## src/hw/brad_pkg.sv

```systemverilog
// Purpose: shared constants and types for the boot remap address decoder
// Assumes: 32-bit processor address, master clock 100 MHz
// Notes:   region bounds and strap timing are named once here
package brad_pkg;
  localparam logic [31:0] INT_MEM_TOP   = 32'h0040_0000;
  localparam logic [31:0] PERIPH_BASE   = 32'hFFC0_0000;
  localparam logic [31:0] SRAM_SIZE     = 32'h0000_2000;
  localparam logic [31:0] BOOT_ALIAS_SZ = 32'h0010_0000;
  localparam int          STRAP_CYCLES  = 10;
  localparam int          FETCH_DELAY   = 80;
  localparam int          NUM_BANKS     = 8;
  localparam logic [3:0]  WAIT_RST      = 4'h7;
  localparam logic [2:0]  FLOAT_RST     = 3'h0;
  localparam logic [7:0]  BANK_BASE_RST = 8'h04;
  // Arbitrary neutral value, not any real part's code
  localparam logic [31:0] DEBUG_ID_DEF  = 32'h0000_A5A5;

  typedef enum logic [1:0] {
    BRAD_REG_INT  = 2'h0,
    BRAD_REG_EXT  = 2'h1,
    BRAD_REG_PER  = 2'h3
  } brad_region_e;

  // Per-bank configuration: base in 1-Mbyte units, size code 0=1M .. 4=16M
  typedef struct packed {
    logic       enable;
    logic [7:0] base;
    logic [2:0] size;
    logic [3:0] waits;
    logic [2:0] floats;
    logic       wide16;
    logic       byte_write;
    logic       early_read;
  } brad_bank_s;

  typedef struct packed {
    logic        valid;
    logic        write;
    logic [1:0]  size;
    logic [31:0] addr;
  } brad_req_s;
endpackage

```

## src/hw/brad_top.sv

```systemverilog
// Purpose: address decode, strap capture, boot remap, abort and bank selection
// Assumes: one clock; straps and external reset arrive as raw pins
// Notes:   external bus timing itself lives downstream; here per-bank settings
//          are decoded and passed with the chip select
`timescale 1ns/10ps
module brad_top
  import brad_pkg::*;
#(
  parameter int          P_BANKS    = NUM_BANKS,
  parameter logic [31:0] P_DEBUG_ID = DEBUG_ID_DEF
) (
  // Clock, reset, enable
  input  wire logic                        I_CLK_SYS,
  input  wire logic                        I_SRST,
  input  wire logic                        I_CE,
  // Pins (asynchronous)
  input  wire logic                        I_EXTERNAL_RESET_N,
  input  wire logic                        I_BOOT_WIDTH_STRAP,
  input  wire logic                        I_TRISTATE_STRAP_N,
  // Internal watchdog reset, same clock
  input  wire logic                        I_WDOG_RESET,
  // Processor request
  input  wire brad_req_s                   I_REQ,
  // Remap control register write
  input  wire logic                        I_REMAP_WR,
  input  wire logic                        I_REMAP_COMMAND_BIT,
  // Bank configuration
  input  wire brad_bank_s [P_BANKS-1:0]    I_BANK_CFG,
  // Decode results
  output logic                             O_SEL_SRAM,
  output logic                             O_SEL_PERIPH,
  output logic                             O_SEL_EXT,
  output logic [P_BANKS-1:0]               O_CHIP_SELECT,
  output brad_bank_s                       O_BANK_ACT,
  output logic [31:0]                      O_ADDR,
  output logic [3:0]                       O_BYTE_EN,
  output logic                             O_ABORT,
  // Status
  output logic                             O_REMAPPED,
  output logic                             O_BOOT_8BIT,
  output logic                             O_OUTPUTS_OFF,
  output logic                             O_CPU_RUN,
  output logic                             O_STRAP_PIN_FREE,
  output logic [31:0]                      O_DEBUG_ID
);
  if (P_BANKS < 1 || P_BANKS > 8) begin : g_bad_banks
    $error("P_BANKS must be 1..8");
  end

  // Pin synchronisers
  logic [1:0] rst_sync_q;
  logic [1:0] bms_sync_q;
  logic [1:0] tri_sync_q;
  always_ff @(posedge I_CLK_SYS) begin
    if (I_SRST) begin
      rst_sync_q <= 2'h0;
      bms_sync_q <= 2'h0;
      tri_sync_q <= 2'h3;
    end else if (I_CE) begin
      rst_sync_q <= {rst_sync_q[0], I_EXTERNAL_RESET_N};
      bms_sync_q <= {bms_sync_q[0], I_BOOT_WIDTH_STRAP};
      tri_sync_q <= {tri_sync_q[0], I_TRISTATE_STRAP_N};
    end
  end
  wire ext_rst_n = rst_sync_q[1];
  wire bms_s     = bms_sync_q[1];
  wire tri_s     = tri_sync_q[1];

  // Strap history over the last cycles of reset
  logic [STRAP_CYCLES-1:0] bms_hist_q;
  logic [STRAP_CYCLES-1:0] tri_hist_q;
  logic                    ext_rst_n_q;
  wire                     ext_rise = ext_rst_n & ~ext_rst_n_q;
  always_ff @(posedge I_CLK_SYS) begin
    if (I_SRST) begin
      bms_hist_q  <= '0;
      tri_hist_q  <= '1;
      ext_rst_n_q <= 1'b0;
    end else if (I_CE) begin
      ext_rst_n_q <= ext_rst_n;
      if (!ext_rst_n) begin
        bms_hist_q <= {bms_hist_q[STRAP_CYCLES-2:0], bms_s};
        tri_hist_q <= {tri_hist_q[STRAP_CYCLES-2:0], tri_s};
      end
    end
  end

  // strap capture: majority-free, all ten cycles must agree
  wire bms_all_one  = &bms_hist_q;
  wire tri_all_low  = ~|tri_hist_q;
  logic boot8_q;
  logic tri_off_q;
  logic strap_free_q;
  // straps only move on external reset release
  always_ff @(posedge I_CLK_SYS) begin
    if (I_SRST) begin
      boot8_q      <= 1'b0;
      tri_off_q    <= 1'b0;
      strap_free_q <= 1'b0;
    end else if (I_CE) begin
      if (ext_rise) begin
        boot8_q   <= bms_all_one;
        tri_off_q <= tri_all_low;
      end
      // pin handed to I/O once captured
      strap_free_q <= ext_rst_n & ~ext_rise;
    end
  end

  localparam int CNT_W = $clog2(FETCH_DELAY + 1);
  logic [CNT_W-1:0] run_cnt_q;
  logic             run_q;
  wire              any_rst = ~ext_rst_n | I_WDOG_RESET;
  always_ff @(posedge I_CLK_SYS) begin
    if (I_SRST) begin
      run_cnt_q <= '0;
      run_q     <= 1'b0;
    end else if (I_CE) begin
      if (any_rst) begin
        run_cnt_q <= '0;
        run_q     <= 1'b0;
      end else if (run_cnt_q != CNT_W'(FETCH_DELAY - 1)) begin
        run_cnt_q <= run_cnt_q + CNT_W'(1);
      end else begin
        run_q <= 1'b1;
      end
    end
  end

  // sticky remap, cleared only by a reset
  logic remap_q;
  always_ff @(posedge I_CLK_SYS) begin
    if (I_SRST) begin
      remap_q <= 1'b0;
    end else if (I_CE) begin
      if (any_rst) remap_q <= 1'b0;
      else if (I_REMAP_WR && I_REMAP_COMMAND_BIT) remap_q <= 1'b1;
    end
  end

  wire [31:0] a        = I_REQ.addr;
  wire        in_int   = a < INT_MEM_TOP;
  wire        in_per   = a >= PERIPH_BASE;
  wire        in_ext   = ~in_int & ~in_per;
  // boot alias at zero before remap
  wire        boot_alias = in_int & ~remap_q & (a < BOOT_ALIAS_SZ);
  // SRAM at zero after remap, 8K window
  wire        hit_sram   = in_int & remap_q & (a < SRAM_SIZE);
  // alias points to chip select zero bank base
  wire [31:0] alias_addr = {4'h0, I_BANK_CFG[0].base, 20'h0_0000} | {12'h000, a[19:0]};
  wire [31:0] ext_addr   = boot_alias ? alias_addr : a;

  // per-bank hit, banks above zero gated by remap
  wire [P_BANKS-1:0] bank_hit;
  genvar g;
  generate
    for (g = 0; g < P_BANKS; g++) begin : g_bank
      wire [4:0] sz_mb  = 5'(5'h01 << I_BANK_CFG[g].size);
      wire [7:0] mb_idx = ext_addr[27:20];
      wire       upper0 = ext_addr[31:28] == 4'h0;
      wire [8:0] span   = {1'b0, mb_idx} - {1'b0, I_BANK_CFG[g].base};
      wire       inrng  = upper0 & ~span[8] & (span < {4'h0, sz_mb}) & (I_BANK_CFG[g].size <= 3'h4);
      assign bank_hit[g] = I_BANK_CFG[g].enable & inrng & ((g == 0) | remap_q);
    end
  endgenerate

  // Lowest bank wins on overlap
  logic [P_BANKS-1:0] cs_pick;
  always_comb begin
    cs_pick = '0;
    for (int i = P_BANKS - 1; i >= 0; i--) begin
      if (bank_hit[i]) cs_pick = P_BANKS'(1) << i;
    end
  end
  brad_bank_s bank_sel;
  always_comb begin
    bank_sel = '0;
    for (int i = 0; i < P_BANKS; i++) begin
      if (cs_pick[i]) bank_sel = I_BANK_CFG[i];
    end
  end
  // boot width overrides chip select zero width before remap
  brad_bank_s bank_eff;
  always_comb begin
    bank_eff = bank_sel;
    if (cs_pick[0] && !remap_q) bank_eff.wide16 = ~boot8_q;
  end

  wire ext_go    = in_ext | boot_alias;
  wire ext_hit   = |cs_pick;
  // abort only for unmapped external accesses
  wire abort_d   = I_REQ.valid & ext_go & ~ext_hit;
  wire [3:0] be_d = (I_REQ.size == 2'h0) ? 4'(4'h1 << a[1:0]) :
                    (I_REQ.size == 2'h1) ? (a[1] ? 4'hC : 4'h3) : 4'hF;
  wire v = I_REQ.valid & run_q;

  always_ff @(posedge I_CLK_SYS) begin
    if (I_SRST) begin
      O_SEL_SRAM    <= 1'b0;
      O_SEL_PERIPH  <= 1'b0;
      O_SEL_EXT     <= 1'b0;
      O_CHIP_SELECT <= '0;
      O_BANK_ACT    <= '0;
      O_ADDR        <= '0;
      O_BYTE_EN     <= '0;
      O_ABORT       <= 1'b0;
    end else if (I_CE) begin
      O_SEL_SRAM    <= v & hit_sram;
      O_SEL_PERIPH  <= v & in_per;
      // bank settings travel with the select
      O_SEL_EXT     <= v & ext_go & ext_hit;
      O_CHIP_SELECT <= v ? cs_pick : '0;
      O_BANK_ACT    <= bank_eff;
      O_ADDR        <= ext_go ? ext_addr : a;
      O_BYTE_EN     <= be_d;
      O_ABORT       <= v & abort_d;
    end
  end

  always_ff @(posedge I_CLK_SYS) begin
    if (I_SRST) begin
      O_REMAPPED       <= 1'b0;
      O_BOOT_8BIT      <= 1'b0;
      O_OUTPUTS_OFF    <= 1'b0;
      O_CPU_RUN        <= 1'b0;
      O_STRAP_PIN_FREE <= 1'b0;
      O_DEBUG_ID       <= '0;
    end else if (I_CE) begin
      O_REMAPPED       <= remap_q;
      O_BOOT_8BIT      <= boot8_q;
      O_OUTPUTS_OFF    <= tri_off_q;
      O_CPU_RUN        <= run_q;
      O_STRAP_PIN_FREE <= strap_free_q;
      O_DEBUG_ID       <= P_DEBUG_ID;
    end
  end

  // Assertions
  remap_sticky_a: assert property (@(posedge I_CLK_SYS) disable iff (I_SRST)
    I_CE && remap_q && !any_rst |=> remap_q)
    else $error("remap cleared without reset");
  remap_set_a: assert property (@(posedge I_CLK_SYS) disable iff (I_SRST)
    I_CE && I_REMAP_WR && I_REMAP_COMMAND_BIT && !any_rst |=> remap_q)
    else $error("remap command ignored");
  cs_gate_a: assert property (@(posedge I_CLK_SYS) disable iff (I_SRST)
    !O_REMAPPED |-> O_CHIP_SELECT[P_BANKS-1:1] == '0)
    else $error("high chip select before remap");
  periph_abort_a: assert property (@(posedge I_CLK_SYS) disable iff (I_SRST)
    O_SEL_PERIPH || O_SEL_SRAM |-> !O_ABORT)
    else $error("abort on internal access");
  ext_abort_a: assert property (@(posedge I_CLK_SYS) disable iff (I_SRST)
    I_CE && v && ext_go && !ext_hit |=> O_ABORT)
    else $error("missing abort");
  strap_hold_a: assert property (@(posedge I_CLK_SYS) disable iff (I_SRST)
    I_CE && !ext_rise |=> $stable(boot8_q) && $stable(tri_off_q))
    else $error("strap changed outside release");
  fetch_delay_a: assert property (@(posedge I_CLK_SYS) disable iff (I_SRST)
    I_CE && any_rst |=> !run_q)
    else $error("run during reset");
  region_a: assert property (@(posedge I_CLK_SYS) disable iff (I_SRST)
    I_CE |=> $onehot0({O_SEL_SRAM, O_SEL_PERIPH, O_SEL_EXT}))
    else $error("two regions selected");
  sram_map_a: assert property (@(posedge I_CLK_SYS) disable iff (I_SRST)
    I_CE && v && remap_q && a < SRAM_SIZE |=> O_SEL_SRAM)
    else $error("sram not selected");
  boot_cs0_a: assert property (@(posedge I_CLK_SYS) disable iff (I_SRST)
    I_CE && v && !remap_q && a == 32'h0000_0000 && bank_hit[0] |=> O_CHIP_SELECT[0])
    else $error("boot fetch not on chip select zero");

  cov_remap_c: cover property (@(posedge I_CLK_SYS) $rose(remap_q));
  cov_abort_c: cover property (@(posedge I_CLK_SYS) O_ABORT);
  cov_cs1_c: cover property (@(posedge I_CLK_SYS) O_CHIP_SELECT[1]);
  cov_tri_c: cover property (@(posedge I_CLK_SYS) O_OUTPUTS_OFF);
endmodule

```

## config.mk

```make
export PLATFORM = sky130hd
export DESIGN_NAME = brad_top
export DESIGN_NICKNAME = d
export VERILOG_FILES = /design/src/hw/brad_pkg.sv /design/src/hw/brad_top.sv
export SDC_FILE = /design/constraint.sdc
export NUM_CORES = 1
export LEC_CHECK = 0
export ABC_AREA = 1
export CAP_MARGIN = 30
export CORE_MARGIN = 2
export CORE_UTILIZATION = 50
export DETAILED_ROUTE_END_ITERATION = 7
export DONT_BUFFER_PORTS = 1
export PLACE_DENSITY = 0.66
export SLEW_MARGIN = 20
export SYNTH_ARGS = -nofsm -noshare
export SYNTH_HDL_FRONTEND = slang
export SYNTH_SLANG_ARGS = --single-unit
```

## constraint.sdc

```tcl
create_clock -name I_CLK_SYS -period 6.3 [get_ports I_CLK_SYS]
set_clock_uncertainty 0.15 [all_clocks]
set_input_delay 1.26 -clock I_CLK_SYS [delete_from_list [all_inputs] [get_ports I_CLK_SYS]]
set_output_delay 1.26 -clock I_CLK_SYS [all_outputs]
set_load 0.02 [all_outputs]
```

# --- Yosys cells after proc, flatten, opt, wreduce, memory -nomap -nowiden ---
# Index checks and enable logic that the tools add are counted.
classes:
  magnitude_cmp: 20
  reduce_logical: 16
  mux: 29
  n_eq_ne: 3
  shift: 9
  bitwise_logic: 73
  add_sub_neg: 9
  n_div: 0
  mul: 0
op_table:
  columns: ["op", "count"]
  rows:
  - ["2-to-1 mux 22 bit", 8]
  - ["< comparator 9 x 5 -> 1 bit", 8]
  - ["2-to-1 mux 8 bit", 9]
  - ["subtractor 8 x 8 -> 9 bit", 8]
  - ["2-to-1 mux 32 bit", 2]
  - ["AND 1 bit", 54]
  - ["left shift 1 x 3 -> 5 bit, first input constant", 8]
  - ["greater-or-equal comparator 32 bit, second input constant", 1]
  - ["< comparator 32 x 14 -> 1 bit, second input constant", 1]
  - ["< comparator 32 x 21 -> 1 bit, second input constant", 1]
  - ["< comparator 32 x 23 -> 1 bit, second input constant", 1]
  - ["bitwise OR 28 x 20 -> 28 bit", 1]
  - ["<= comparator 3 bit, second input constant", 8]
  - ["inverter 1 bit", 16]
  - ["2-to-1 mux 7 bit", 2]
  - ["2-to-1 mux 4 bit", 3]
  - ["AND reduction 10 bit", 1]
  - ["AND reduction 2 bit", 5]
  - ["OR reduction 10 bit", 1]
  - ["OR reduction 8 bit", 1]
  - ["adder 7 x 1 -> 7 bit, second input constant", 1]
  - ["inequality test 7 bit, second input constant", 1]
  - ["2-to-1 mux 1 bit", 5]
  - ["zero test 4 bit", 1]
  - ["8 further kinds", 12]
totals:
  register_bits: 115
  ram_bits: 0
  mem_bits_ro: 0
  wordCells: 192
  n_memories: 0
  latch_bits: 0

# --- Depth between registers and ports, before layout ---
logic_depth:
  ltp_word: 28
  depth_mapped: 31
  ltp_nobuf: 30

# --- Worst setup path before layout ---
# Ideal clock, no wire load.
synth_timing:
  kind: "input to register"
  startpoint: "input I_REQ[28] (netlist name)"
  endpoint: "register O_BANK_ACT[5] (netlist name)"
  cell_stages: 29
  setup_slack_ps: 693
  setup_ps: 132
  arrival_ps: 5324
  cell_sequence: "inv_1 -> nand4_2 -> inv_1 -> nand2_1 -> nor3_1 -> inv_1 -> o21ai_0 -> ha_1 -> nand2_1 -> nand2_1 -> o21bai_1 -> xor2_1 -> ha_1 -> nand2_1 -> nand4_1 -> nor2_1 -> a21boi_1 -> nand4_1 -> nand2_4 -> nor2_8 -> nand2_1 -> buf_2 -> nor2_1 -> a21oi_1 -> nand2_1 -> nand2_1 -> nand2_1 -> nand2_1 -> a21oi_1"
synth_via:
  elab_chain_len: 26
  word_cells_on_any_way: 85
  cone_classes: "add/sub: 8; order compare: 10; mux: 17; bitwise: 49; reduce/logical: 1"
synth_rtl:
  columns: ["item", "line", "rtl"]
  rows:
  - ["from (decl)", "brad_top.sv:23", "input wire brad_req_s I_REQ,"]
  - ["< comparator 32 x 23 -> 1 bit", "brad_top.sv:142", "wire in_int = a < INT_MEM_TOP;"]
  - ["AND 1 bit (2 in a row)", "brad_top.sv:146", "wire boot_alias = in_int & ~remap_q & (a < BOOT_ALIAS_SZ);"]
  - ["2-to-1 mux 32 bit (*)", "brad_top.sv:151", "wire [31:0] ext_addr = boot_alias ? alias_addr : a;"]
  - ["branches (longest 13 deep; another with subtractor 8 x 8 -> 9 bit)", null, null]
  - ["2-to-1 mux 8 bit (*)", "brad_top.sv:172", "if (bank_hit[i]) cs_pick = P_BANKS'(1) << i;"]
  - ["2-to-1 mux 22 bit (7 in a row)", "brad_top.sv:179", "if (cs_pick[i]) bank_sel = I_BANK_CFG[i];"]
  - ["2-to-1 mux 22 bit (*)", "brad_top.sv:179", null]
  - ["to (signal assigned)", "brad_top.sv:213", "O_BANK_ACT <= bank_eff;"]
  - ["to (decl)", "brad_top.sv:34", "output brad_bank_s O_BANK_ACT,"]
# Mark *: on every way between the ends.
# A chain may end at the register's enable or synchronous reset.

# --- Worst setup path in the final report ---
layout_timing:
  startpoint: "input I_REQ[26] (netlist name)"
  endpoint: "register O_BANK_ACT[5] (netlist name)"
# Same word-level chain as after synthesis.

==> run summary <==
outcome -> completed
Synth area leaders -> dfxtp_1 21%, nand2_1 15%, ha_1 11%
post-placement cell count -> 2,108
post-route ant nets -> 0
Final setup viols -> 0
synthesized-area fraction occupied by adder cells -> 0.123
switching part of the total power -> 0.339
Post-Synth XOR/XNOR Area -> 0.0243
CTS tree -> yes
Core ar. -> 21,800 sq um
postcts setup bufs -> 0
Port Buf Inserts -> 0
Clk network pwr share -> 0.400
post-route worst setup slack -> 401 ps
crit path time final -> 5900 ps
Die ar. -> 23,500 sq um
cts hold-fix bufs -> 0
top-count cell post-synth -> nand2_1
Synth Area in Compound Gates -> 0.129
drt total wl -> 37,500 um
H-Tree Depth -> 4
sequential fraction of design power -> 0.351
Critical Path Source Type -> input pin
Syn Inst Count -> 1,866
Power Density -> 194 nW/um^2
initial antenna violation count -> 0
WS Path Type -> input pin to flop
Peak VDD IR -> 0.000222 V
Post-Place Setup Slack -> -110 ps
Overflow after GRT -> 0
first drt pass iteration count -> 8
combinational family with the most area after synthesis -> simple AND/OR/NAND/NOR gates
Primary FF master, synth -> dfxtp_1
crit end category -> flop
Max FO, Critical Path -> 20
first-pass GRT wire length -> 57,800 um
cell count of the worst reg-to-reg path -> 25
Data arrival, critical path -> 6040 ps
final max-slew violation count -> 0
layout cell share with drive strength beyond 1 -> 0.0505
CTS buffer count -> 17
DRT iter0 DRCs -> 1,070
Min-Delay Path Depth -> 2
sequential element share of the synthesized area -> 0.206
CTS root buf -> clkbuf_16
Hold WC Path Type -> flop to flop
Area Overhead vs Synth -> 6.90%
Synthesis Warnings -> 0
FP Rows -> 54
clk_lat worst skew -> 420 ps
Internal -> 1530 uW
Post-synth EDFFs -> 0
Die X -> 153 um
Final nets -> 2,174
Synth top cells by count -> 453 x nand2_1, 302 x inv_1, 237 x nor2_1
LEAKAGE -> 0.00622 uW
Yosys top cell area share -> 0.206
synth unique cells -> 48
Post-Synth Simple-Gate Area -> 0.364
Max Root-Sink Buffers -> 2
detailed placement HPWL -> 29,600 um
Psw -> 781 uW
largest net degree at the start of global routing -> 85
mux contribution to synthesized area -> 0
leading area contributor after synthesis -> dfxtp_1
Via-to-Cell Ratio -> 5.41
Slew headroom -> 0.415
Mean Syn Cell Area -> 5.98 sq um
CTS Sinks -> 115
Starting Density -> 0.511
asr flop ratio synth -> 0
Die Ht -> 153 um
GP Congestion -> 0.984
RSZ-0062 raised after global routing -> no
diode count -> 0
Critical Path RT -> 6450 ps
worst slew pin tran -> 877 ps
via count -> 11,600
hold slack -> 309 ps
final std cells w/o fill -> 2,140
vias in the first global route -> 10,700
Routed WL per cell -> 17.5 um
Period Utilization, post-route -> 0.936
post-synthesis cell area -> 11,200 sq um
# DRC -> 0
max_cap viols -> 0
Max Fclk -> 170 MHz
combinational power share -> 0.249
Final Hold Viols -> 0
Synth Register Bits -> 115
clock slew at reported path FFs -> 60 ps
Top Ports -> 328
GRT Total Usage -> 0.310
==> power groups by stage <==
stage	clock [uW]	combinational (uW)	sequential, uW
2_1_floorplan	0	476	814
6_report	923	573	811
5_1_grt	967	661	815
3_5_place_dp	0	563	825
3_3_place_gp	0	554	826
4_1_cts	934	566	811
==> area by class of cell <==
class	count	area, sq um
Clock inverter	13	128
Multi-Input combinational cell	1368	7240
Tap cell	280	350
Sequential cell	115	2300
Inverter	310	1160
Fill cell	2308	9900
Clock buffer	18	439
Timing Repair Buffer	36	295
==> state kept, by name, indices dropped and copies added, names as in the netlist, 4 cells and up <==
register and flops:
O_BANK_ACT 22, tri_hist_q 10, O_CHIP_SELECT 8, run_cnt_q 7
O_ADDR 32, bms_hist_q 10, O_BYTE_EN 4
==> critical path, stage by stage <==
cell,delay (ps)
nor4_1,400
nand2_1,150
nor3_2,240
inv_1,180
o21ai_0,320
buf_4,240
ha_1,290
nand2_1,90
nand2_1,60
o21bai_1,190
xor2_1,160
ha_1,310
nand2_1,70
nand4_1,120
nor2_1,140
a21boi_1,190
nand4_1,150
nand2_4,150
inv_1,290
nand3_1,160
nand2_1,70
a21oi_1,320
nand2_1,110
nand2_1,180
nand2_1,80
nand2_1,60
a21oi_1,60
==> routing by layer <==
metal,share of wire,up-vias,track usage
met2,0.45,451,0.501
li1,-,5879,-
met4,0.024,0,0.0817
met1,0.45,5198,0.417
met3,0.084,45,0.0723
met5,0,-,0
==> per-stage QoR <==
stage               cell area, sq um   util  setup TNS [ps]  total power, uW
finish                         11900  0.546               0             2310
global placement               11300  0.519               0             1380
global route                   11900  0.546               0             2440
detailed placement             11300  0.519            -807             1390
floorplan                      11200      -               0             1290
CTS                            11900  0.545               0             2310
==> what timing repair did <==
item                                   in CTS  in global routing
endpoints found under the hold margin       0                  0
resized for setup                           0                  1
setup endpoints to repair                   0                  3
==> path summary, 6_finish.rpt <==
kind,slack [ps],startpoint,to
setup / recovery,400,I_REQ[26],O_BANK_ACT[5]$_SDFFE_PP0P_
hold / removal,310,boot8_q$_SDFFE_PP0P_,boot8_q$_SDFFE_PP0P_
setup reg to reg,1420,remap_q$_SDFFE_PP0P_,O_BANK_ACT[5]$_SDFFE_PP0P_
hold reg to reg,310,boot8_q$_SDFFE_PP0P_,boot8_q$_SDFFE_PP0P_
==> placed cells by master, fill, tap and decap left out, drive strengths merged, types with 6 or more instances in the layout <==
master / n
nor4: 8
dfxtp: 115
conb: 24
nor3: 12
inv: 309
nand4: 66
fa: 8
nor2: 242
xnor2: 11
clkbuf: 18
buf: 36
xor2: 20
nand2: 454
clkinv: 10
nand3: 147
o21ai: 89
ha: 97
nand3b: 6
a21oi: 141
o21bai: 18
==> cells by family (layout without fill, tap and decap cells) <==
family          Yosys count  count (layout)
compound gates          266             266
xor+xnor                 31              31
fa+ha+maj               105             105
buf+inv                 406             377
flops                   115             115
other cells               1              24
simple gates            942             942
Note: power is estimated with default switching activity, not from simulation.
